$ cat config.mk
export PLATFORM = sky130hd
export DESIGN_NAME = sws_top
export DESIGN_NICKNAME = d
export VERILOG_FILES = /design/src/hdl/sws_pkg.sv /design/src/hdl/sws_timer.sv /design/src/hdl/sws_top.sv
export SDC_FILE = /design/constraint.sdc
export NUM_CORES = 1
export LEC_CHECK = 0
export BUFFER_PORTS_ARGS = -buffer_cell sky130_fd_sc_hd__buf_2
export CAP_MARGIN = 5
export CORE_AREA = 2 2 94 69
export CTS_CLUSTER_SIZE = 10
export DETAILED_ROUTE_END_ITERATION = 8
export DIE_AREA = 0 0 96 71
export HOLD_SLACK_MARGIN = 0.02
export PLACE_DENSITY = 0.68
export SYNTH_ARGS = -nofsm -noshare
export SYNTH_HDL_FRONTEND = slang
export SYNTH_HIERARCHICAL = 1
export SYNTH_SLANG_ARGS = --single-unit
$ cat constraint.sdc
create_clock -name clk -period 3.2 [get_ports clk]
set_clock_uncertainty 0.05 [all_clocks]
set_input_delay 0.48 -clock clk [delete_from_list [all_inputs] [get_ports clk]]
set_output_delay 0.48 -clock clk [all_outputs]
set_load 0.05 [all_outputs]
$ cat src/hdl/sws_pkg.sv
// constants and types shared by the sleep/wake signalling block
package sws_pkg;

  // --------------------------------------------------------------
  // clock and timing
  // --------------------------------------------------------------
  localparam int unsigned CLK_HZ        = 40_000_000;
  localparam int unsigned MS_PER_S      = 1000;
  localparam int unsigned WAKE_HOLD_MS  = 1000;
  localparam int unsigned HOST_PULSE_MS = 1000;
  // least time: round down, at least one cycle
  localparam int unsigned WAKE_HOLD_CYC =
    (CLK_HZ / MS_PER_S * WAKE_HOLD_MS + 0) > 0 ? CLK_HZ / MS_PER_S * WAKE_HOLD_MS : 1;
  // pulse length: round down, at least one cycle
  localparam int unsigned HOST_PULSE_CYC =
    (CLK_HZ / MS_PER_S * HOST_PULSE_MS) > 0 ? CLK_HZ / MS_PER_S * HOST_PULSE_MS : 1;
  localparam int unsigned CNT_W         = 26;

  // --------------------------------------------------------------
  // power states and auxiliary supply control
  // --------------------------------------------------------------
  typedef enum logic [1:0] {
    ST_AWAKE,
    ST_SLEEP,
    ST_OFF
  } sws_state_e;

  typedef struct packed {
    logic enable;
    logic low_power;
  } sws_aux_s;

  localparam sws_state_e STATE_RST      = ST_AWAKE;
  localparam logic       HOST_WAKE_RST  = 1'b0;
  localparam logic       SLEEP_STAT_RST = 1'b1;
  localparam sws_aux_s   AUX_RST        = '{enable: 1'b1, low_power: 1'b0};
  localparam sws_aux_s   AUX_AWAKE      = '{enable: 1'b1, low_power: 1'b0};
  localparam sws_aux_s   AUX_SLEEP      = '{enable: 1'b1, low_power: 1'b1};
  localparam sws_aux_s   AUX_OFF        = '{enable: 1'b0, low_power: 1'b0};

endpackage

$ cat src/hdl/sws_timer.sv
// run-length timer: flags the cycle in which run has lasted LIMIT cycles
`timescale 1ns/1ps
module sws_timer #(
  parameter int unsigned            CNT_W = 26,
  parameter logic [CNT_W-1:0]       LIMIT = CNT_W'(sws_pkg::WAKE_HOLD_CYC)
) (
  input  wire logic                 clk,
  input  wire logic                 rst,
  input  wire logic                 run,
  output logic                      done
);

  logic [CNT_W-1:0] cnt_q;
  logic [CNT_W-1:0] cnt_d;

  // --------------------------------------------------------------
  // counter
  // --------------------------------------------------------------
  // saturates so a held run keeps done asserted
  always_comb
  begin
    cnt_d = cnt_q;
    if (!run)
      cnt_d = '0;
    else if (cnt_q != LIMIT - 1'b1)
      cnt_d = cnt_q + 1'b1;
  end

  always_ff @(posedge clk or posedge rst)
  begin
    if (rst)
      cnt_q <= '0;
    else
      cnt_q <= cnt_d;
  end

  assign done = run && (cnt_q == LIMIT - 1'b1);

endmodule // sws_timer

$ cat src/hdl/sws_top.sv
// sleep/wake handshake and auxiliary supply gating of the modem side
//
// Function
// - host holding sleep permission high keeps the device awake
// - undriven sleep permission input reads low through internal pull-down
// - permission held high one second wakes a sleeping device
// - host wake output is one high pulse of exactly one second, cut short by power-down
// - host wake output stays low otherwise and after reset
// - sleep status output is high while awake
// - sleep status output is low while asleep
// - auxiliary supply goes to low-consumption mode in sleep
// - auxiliary supply is disabled in power-down
`timescale 1ns/1ps
module sws_top #(
  parameter int unsigned WAKE_HOLD_CYC  = sws_pkg::WAKE_HOLD_CYC,
  parameter int unsigned HOST_PULSE_CYC = sws_pkg::HOST_PULSE_CYC
) (
  input  wire logic             clk,
  input  wire logic             rst,
  input  wire logic             sleep_perm_level,
  input  wire logic             sleep_perm_driven,
  input  wire logic             sleep_req,
  input  wire logic             wake_host_req,
  input  wire logic             power_down,
  output logic                  host_wake,
  output logic                  sleep_status,
  output sws_pkg::sws_aux_s     aux_supply_out,
  output sws_pkg::sws_state_e   power_state
);

  localparam int unsigned   CW       = sws_pkg::CNT_W;
  localparam logic [CW-1:0] HOLD_LIM = CW'(WAKE_HOLD_CYC);
  localparam logic [CW-1:0] PULS_LIM = CW'(HOST_PULSE_CYC);

  sws_pkg::sws_state_e state_q;
  sws_pkg::sws_state_e state_d;
  sws_pkg::sws_aux_s   aux_q;
  sws_pkg::sws_aux_s   aux_d;
  logic                status_q;
  logic                status_d;
  logic                pulse_q;
  logic                pulse_d;
  logic                perm;
  logic                hold_run;
  logic                hold_done;
  logic                pulse_done;
  logic                sleep_ok;

  // --------------------------------------------------------------
  // sleep permission input
  // --------------------------------------------------------------
  // a floating pin resolves low: sleep permitted by default
  assign perm = sleep_perm_driven && sleep_perm_level;

  // --------------------------------------------------------------
  // one-second timers
  // --------------------------------------------------------------
  // any drop of permission restarts the hold from zero
  assign hold_run = (state_q == sws_pkg::ST_SLEEP) && perm;

  sws_timer #(
    .CNT_W (CW),
    .LIMIT (HOLD_LIM)
  ) u_hold (
    .clk  (clk),
    .rst  (rst),
    .run  (hold_run),
    .done (hold_done)
  );

  sws_timer #(
    .CNT_W (CW),
    .LIMIT (PULS_LIM)
  ) u_pulse (
    .clk  (clk),
    .rst  (rst),
    .run  (pulse_q),
    .done (pulse_done)
  );

  // --------------------------------------------------------------
  // host wake pulse
  // --------------------------------------------------------------
  // requests during a pulse or in power-down are dropped, not queued
  always_comb
  begin
    pulse_d = pulse_q;
    if (pulse_q && pulse_done)
      pulse_d = 1'b0;
    else if (!pulse_q && wake_host_req && !power_down && state_q != sws_pkg::ST_OFF)
      pulse_d = 1'b1;
    if (power_down)
      pulse_d = 1'b0;
  end

  always_ff @(posedge clk or posedge rst)
  begin
    if (rst)
      pulse_q <= sws_pkg::HOST_WAKE_RST;
    else
      pulse_q <= pulse_d;
  end

  // --------------------------------------------------------------
  // power state
  // --------------------------------------------------------------
  // waking the host also wakes the device, so the pulse never overlaps sleep
  assign sleep_ok = sleep_req && !perm && !pulse_q && !wake_host_req;

  always_comb
  begin
    state_d = state_q;
    unique case (state_q)
      sws_pkg::ST_AWAKE:
        if (sleep_ok)
          state_d = sws_pkg::ST_SLEEP;
      sws_pkg::ST_SLEEP:
        if (hold_done || wake_host_req)
          state_d = sws_pkg::ST_AWAKE;
      sws_pkg::ST_OFF:
        state_d = sws_pkg::ST_AWAKE;
      default:
        state_d = sws_pkg::ST_AWAKE;
    endcase
    if (power_down)
      state_d = sws_pkg::ST_OFF;
  end

  always_comb
  begin
    status_d = 1'b0;
    aux_d    = sws_pkg::AUX_AWAKE;
    unique case (state_d)
      sws_pkg::ST_AWAKE:
      begin
        status_d = 1'b1;
        aux_d    = sws_pkg::AUX_AWAKE;
      end
      sws_pkg::ST_SLEEP:
      begin
        status_d = 1'b0;
        aux_d    = sws_pkg::AUX_SLEEP;
      end
      sws_pkg::ST_OFF:
      begin
        status_d = 1'b0;
        aux_d    = sws_pkg::AUX_OFF;
      end
      default:
      begin
        status_d = 1'b0;
        aux_d    = sws_pkg::AUX_OFF;
      end
    endcase
  end

  always_ff @(posedge clk or posedge rst)
  begin
    if (rst)
    begin
      state_q  <= sws_pkg::STATE_RST;
      status_q <= sws_pkg::SLEEP_STAT_RST;
      aux_q    <= sws_pkg::AUX_RST;
    end
    else
    begin
      state_q  <= state_d;
      status_q <= status_d;
      aux_q    <= aux_d;
    end
  end

  assign host_wake      = pulse_q;
  assign sleep_status   = status_q;
  assign aux_supply_out = aux_q;
  assign power_state    = state_q;

  // --------------------------------------------------------------
  // checks
  // --------------------------------------------------------------
  logic [CW-1:0] chk_hold_q;
  logic [CW-1:0] chk_puls_q;

  // independent cycle counts, kept apart from the timers they check
  always_ff @(posedge clk or posedge rst)
  begin
    if (rst)
    begin
      chk_hold_q <= '0;
      chk_puls_q <= '0;
    end
    else
    begin
      chk_hold_q <= hold_run ? chk_hold_q + 1'b1 : '0;
      chk_puls_q <= pulse_q ? chk_puls_q + 1'b1 : '0;
    end
  end

  property p_perm_blocks_sleep;
    @(posedge clk) disable iff (rst)
    (state_q == sws_pkg::ST_AWAKE && perm) |=> (state_q != sws_pkg::ST_SLEEP);
  endproperty
  a_perm_blocks_sleep: assert property (p_perm_blocks_sleep)
    else $error("entered sleep while sleep permission was high");

  property p_pulldown;
    @(posedge clk) disable iff (rst)
    (!sleep_perm_driven && state_q == sws_pkg::ST_SLEEP) |-> !hold_run;
  endproperty
  a_pulldown: assert property (p_pulldown)
    else $error("undriven permission input did not read low");

  property p_hold_wakes;
    @(posedge clk) disable iff (rst)
    (hold_run && chk_hold_q == HOLD_LIM - 1'b1 && !power_down)
      |=> (state_q == sws_pkg::ST_AWAKE);
  endproperty
  a_hold_wakes: assert property (p_hold_wakes)
    else $error("one second of permission did not wake the device");

  property p_no_early_wake;
    @(posedge clk) disable iff (rst)
    (state_q == sws_pkg::ST_SLEEP && !wake_host_req && !power_down
      && chk_hold_q < HOLD_LIM - 1'b1) |=> (state_q == sws_pkg::ST_SLEEP);
  endproperty
  a_no_early_wake: assert property (p_no_early_wake)
    else $error("device woke before permission was held one second");

  property p_pulse_len;
    @(posedge clk) disable iff (rst)
    $fell(host_wake) && !$past(power_down) |-> ($past(chk_puls_q) == PULS_LIM - 1'b1);
  endproperty
  a_pulse_len: assert property (p_pulse_len)
    else $error("host wake pulse length is not one second");

  property p_pulse_max;
    @(posedge clk) disable iff (rst)
    host_wake |-> (chk_puls_q < PULS_LIM);
  endproperty
  a_pulse_max: assert property (p_pulse_max)
    else $error("host wake pulse ran past one second");

  property p_wake_cause;
    @(posedge clk) disable iff (rst)
    $rose(host_wake) |-> $past(wake_host_req);
  endproperty
  a_wake_cause: assert property (p_wake_cause)
    else $error("host wake rose without a request");

  property p_status_awake;
    @(posedge clk) disable iff (rst)
    (state_q == sws_pkg::ST_AWAKE) |-> sleep_status;
  endproperty
  a_status_awake: assert property (p_status_awake)
    else $error("sleep status low while awake");

  property p_status_sleep;
    @(posedge clk) disable iff (rst)
    (state_q == sws_pkg::ST_SLEEP) |-> !sleep_status && aux_supply_out.low_power;
  endproperty
  a_status_sleep: assert property (p_status_sleep)
    else $error("sleep status or supply mode wrong while asleep");

  property p_aux_off;
    @(posedge clk) disable iff (rst)
    power_down |=> (!aux_supply_out.enable && state_q == sws_pkg::ST_OFF);
  endproperty
  a_aux_off: assert property (p_aux_off)
    else $error("auxiliary supply still enabled in power-down");

  property p_sleep_entry;
    @(posedge clk) disable iff (rst)
    (state_q == sws_pkg::ST_AWAKE && (host_wake || wake_host_req))
      |=> (state_q != sws_pkg::ST_SLEEP);
  endproperty
  a_sleep_entry: assert property (p_sleep_entry)
    else $error("entered sleep during a host wake pulse");

endmodule // sws_top
Word-level counts from Yosys, hierarchy flattened
Cells that the tools add are included.
- add/subtract/negate cells: 2
- equal/unequal tests: 9
- mux-type cells: 13
- reductions and logical operators: 19
- operators with widths (operator ; count):
    26-bit two-way mux ; 4
    26-bit by 1-bit adder with 26-bit output, second input constant ; 2
    26-bit == test, second input constant ; 2
    26-bit != test, second input constant ; 2
    1-bit logical AND ; 11
    2-bit case mux with 2 select lines ; 2
    2-bit two-way mux ; 3
    2-bit by 1-bit == test with 1-bit output, second input constant ; 2
    1-bit zero test ; 4
    2-bit zero test ; 2
    1-bit two-way mux ; 4
    2-bit != test, second input constant ; 2
    3-bit nonzero test ; 1
    2-bit by 1-bit != test with 1-bit output, second input constant ; 1
    1-bit logical OR ; 1
- register bits after elaboration: 58
- input port bits: 7
- output and inout port bits: 6
- word-level logic and storage cells: 50

Longest topological paths before layout
- depth after elaboration: 10
- depth in mapped cells: 8
- depth with buffers taken out: 7

By module
The synthesis kept the hierarchy.
- by module, submodules not included (module ; instances ; cells an instance ; area each (sq um) ; sequential area each (sq um)):
    sws_timer (u_hold) ; 1 ; 147 ; 1453.9 ; 650.6
    sws_timer (u_pulse) ; 1 ; 140 ; 1412.6 ; 650.6
    sws_top ; 1 ; 22 ; 314.1 ; 152.6

Least setup slack after synthesis
Ideal clock, no wire load.
- path type: register to register
- start: register u_pulse.cnt_q[18]
- end: register pulse_q, in the netlist host_wake
- library setup time: 0.120 ns
- arrival time: 2.125 ns
- required time: 3.030 ns
- slack: 0.905 ns
- stages on the path, launching flop included: 8
- path buffers: 1
- clock period less this slack: 2.295 ns
- cells stage by stage: dfrtp_1 -> or4b_1 -> or4_4 -> nor4_4 -> buf_6 -> and2_1 -> or2b_1 -> a21oi_1
- word-level cells in the longest chain between the ends: 5
- elaborated cells on any way between the ends: 6
- those cells by class: eq/ne: 1; mux: 2; reduce/logical: 3
- RTL lines (item ; line ; text):
    from (decl) ; sws_timer.sv:13 ; logic [CNT_W-1:0] cnt_q;
    from (signal assigned) ; sws_timer.sv:34 ; cnt_q <= cnt_d;
    26-bit == test * ; sws_timer.sv:37 ; assign done = run && (cnt_q == LIMIT - 1'b1);
    1-bit logical AND * ; sws_timer.sv:37 ;
    net pulse_done ; sws_top.sv:46 ; logic pulse_done;
    1-bit logical AND * ; sws_top.sv:88 ; if (pulse_q && pulse_done)
    1-bit two-way mux ; sws_top.sv:88 ;
    1-bit two-way mux ; sws_top.sv:92 ; if (power_down)
    to (signal assigned) ; sws_top.sv:99 ; pulse_q <= sws_pkg::HOST_WAKE_RST;
    to (signal assigned) ; sws_top.sv:101 ; pulse_q <= pulse_d;
    to (decl) ; sws_top.sv:41 ; logic pulse_q;
The timed path passes the listed nets; every way through them passes the cells marked *.
A chain may end at the register's enable or synchronous reset.

Worst setup path in the final report
Ends and elaborated chain as after synthesis.

==> results.toml <==
[status]
status = "finished clean"

[place]
dp_hpwl_um = 4220
numPortBuffers = 12
dp_slack_ps = 593
gp_congestion = 0.830

[clock_tree]
clock_latency_ps = 340
max-clock-path-buffers = 2
cts.sinks = 58
htree_levels = 3
cts-root-buf = "clkbuf_8"
post_cts_resized = 0
clk_pin_slew_ps = 70
numCtsBuffers = 9
cts_tree = "built"

[layout]
diodes = 0
syn2layout_area_growth_pct = 9.36
multi_input_comb_area_mm2 = 0.00163
fill_cells = 521
fin_nets = 337
final_cell_mix = "56 x dfrtp_1, 32 x and2_1, 23 x nand3_1, 20 x xnor2_1, 16 x nand2_1"
final_common_cell = "dfrtp_1"
layout-drive-gt1-share_pct = 13.0
regArea_mm2 = 0.00145

[pwr]
pwr-share-comb_pct = 4.8
netSwitchingFraction_pct = 24.1
p_leak_nw = 1.46
ir_worst_vdd_mv = 0.203
seqPwrFrac_pct = 54.8
intPower_mw = 1.03
switchingPower_mw = 0.328
powerDensity_mw_per_mm2 = 392
p_clk_share_pct = 40.4

[job]
drv_cap = 0

[routing]
wl_per_cell_um = 15.2
wl_um = 6210
drc = 0
vias_per_cell = 5.76
dr.first_iter.drc_count = 133
first_pass_iters = 4
num_vias = 2356
drtAntennaViolNets = 0

[worst_setup_path]
worstPathCellList = "or4b_1, or4_4, nor4_4, and2_1, or2b_1, a21oi_1"
reg2reg_depth = 6
max_stage_delay_ps = 610
r2r-end = "host_wake"
slowest_stage = "nor4_4"
arrival_ps = 2780
ff2ff_setup_slack_ps = 590
cp-start-kind = "register"
end_kind = "register"
worstReg2RegStart = "u_pulse/cnt_q[18]"
path_class = "register to register"
cp.required_ps = 3370
cp_max_fo = 13

[synth]
yosysTopAreaCell = "dfrtp_1"
syn_avg_cell_area_um2 = 10.3
yosysUniqueCellTypes = 47
synth_top_area_share_pct = 44.1
synthTopCellsByArea = "dfrtp_1 44%, and2_1 6.3%, xnor2_1 5.5%"
syn_area_mm2 = 0.00318
synth-seq-cells = 58
synth_nets = 320
synth-seq-area-share_pct = 45.7
ys.warnings.count = 6
synthCells = 309

[sta]
fmax_ghz = 0.383
slew_headroom_pct = 32.4
period_minus_slack_ps = 2610
setup_viol = 0
tightest_slew_ps = 1010
setup_tns_ps = 0
rsz0062_at_grt = "no"
fin_ws_ps = 591
finalHoldViolCount = 0
slew_viol_final = 0
fin_crit_sh_pct = 81.5

[worst_hold_path]
min_path_cells = 1
worstHoldStart = "power_down"
hold_end = "power_state[1]"
min_path_type = "input port to register"

[global_route]
first_global_vias = 2161
grt_max_degree = 28
grt_overflow = 0
grtUsageTotal_pct = 20.5
grt_pass1_wl_um = 10600
antenna_found_initial = 0

[die]
fp.dieW_um = 96
core_mm2 = 0.00598
start_util_pct = 53.2
rows = 24
die_h_um = 71
ios = 13
die-area_mm2 = 0.00682
flip-flops by register name, summed over array words and instances (netlist names):
register,count
aux_supply_out,2
host_wake,1
power_state,2
sleep_status,1
u_hold/cnt_q,26
u_pulse/cnt_q,26
Yosys cell counts (all sizes together):
cell type and count:
dfrtp 56, nand2b 5, a2111oi 2, or2 1, nor3b 2, nor2b 5, and3 6, ha 4
o311a 1, or4b 1, clkbuf 8, nor3 12, nand3 24, nor2 3, nor4 8, inv 11
buf 3, and2 33, or4 6, nand3b 1, o21a 6, xnor2 20, nor4bb 2, nor4b 1
dfstp 2, nand2 16, o21ai 9, a21boi 12, or3 6, nand4 10, and4 6, nand4b 2
a31oi 2, or2b 1, mux2i 4, o31ai 4, xor2 12, a21oi 1, nand4bb 1
per-layer routing:
metal / track usage (%) / vias up / part of all wire, %
met5: 0 / - / 0
met4: 6.19 / 0 / 0.97
met3: 7.77 / 8 / 5.9
met2: 26.5 / 58 / 40
met1: 31.4 / 1156 / 53
li1: - / 1134 / -
through the flow:
step | power (mW) | cell area (µm²) | cells | utilization, % | hold WS [ps]
floorplan | 0.805 | 3180 | 309 | - | 220
global placement | 0.826 | 3310 | 392 | 55.4 | 371
detailed placement | 0.827 | 3310 | 392 | 55.4 | 377
CTS | 1.39 | 3480 | 409 | 58.2 | 288
global route | 1.43 | 3480 | 409 | 58.2 | 275
finish | 1.36 | 3480 | 409 | 58.2 | 302
worst max path at each step:
stage                           start          endpoint  slack (ps)  cells past startpoint
floorplan           u_pulse/cnt_q[18]         host_wake         900                      7
global placement    u_pulse/cnt_q[18]         host_wake         600                      6
detailed placement  u_pulse/cnt_q[18]         host_wake         590                      6
CTS                 u_pulse/cnt_q[18]  u_pulse/cnt_q[3]         570                      5
global route        u_pulse/cnt_q[18]         host_wake         460                      6
finish              u_pulse/cnt_q[18]         host_wake         590                      6
area by class of cell:
cell class	count	area share (%)
tap	78	2.81
clock buffer	12	3.88
inverter	11	1.19
clock inverter	4	0.576
sequential	58	41.8
multi-input combinational	229	46.9
timing repair buffer	17	2.88
critical path: cells and delay by family (launching register included):
kind,cells,cell delay (ps)
DFF,1,420
and+or+nand+nor,5,1970
AOI/OAI and AO/OA,1,50
power by group through the flow:
stage / Sequential (mW) / Combinational [mW] / Clock, mW
after CTS: 0.747 / 0.0672 / 0.571
after detailed placement: 0.761 / 0.0660 / 0
after global routing: 0.748 / 0.0738 / 0.606
after floorplan: 0.772 / 0.0336 / 0
after global placement: 0.760 / 0.0653 / 0
final: 0.747 / 0.0653 / 0.550
cell families (layout without fill, tap and decap cells):
| group | after synthesis | in the layout | synth area share (%) |
|---|---|---|---|
| buffers and inverters | 22 | 44 | 3.19 |
| and+or+nand+nor | 152 | 152 | 30.3 |
| muxes | 4 | 4 | 1.26 |
| DFF | 58 | 58 | 45.7 |
| adders and majority gates | 4 | 4 | 1.57 |
| xor gates and xnor gates | 32 | 32 | 8.81 |
| AOI/OAI and AO/OA | 37 | 37 | 9.20 |
timing repair:
action | 4_1_cts | 5_1_grt
setup buffers | 0 | 0
hold buffers | 1 | 0
endpoints found under the hold margin | 4 | 0
Power figures use the tool's default switching activity.
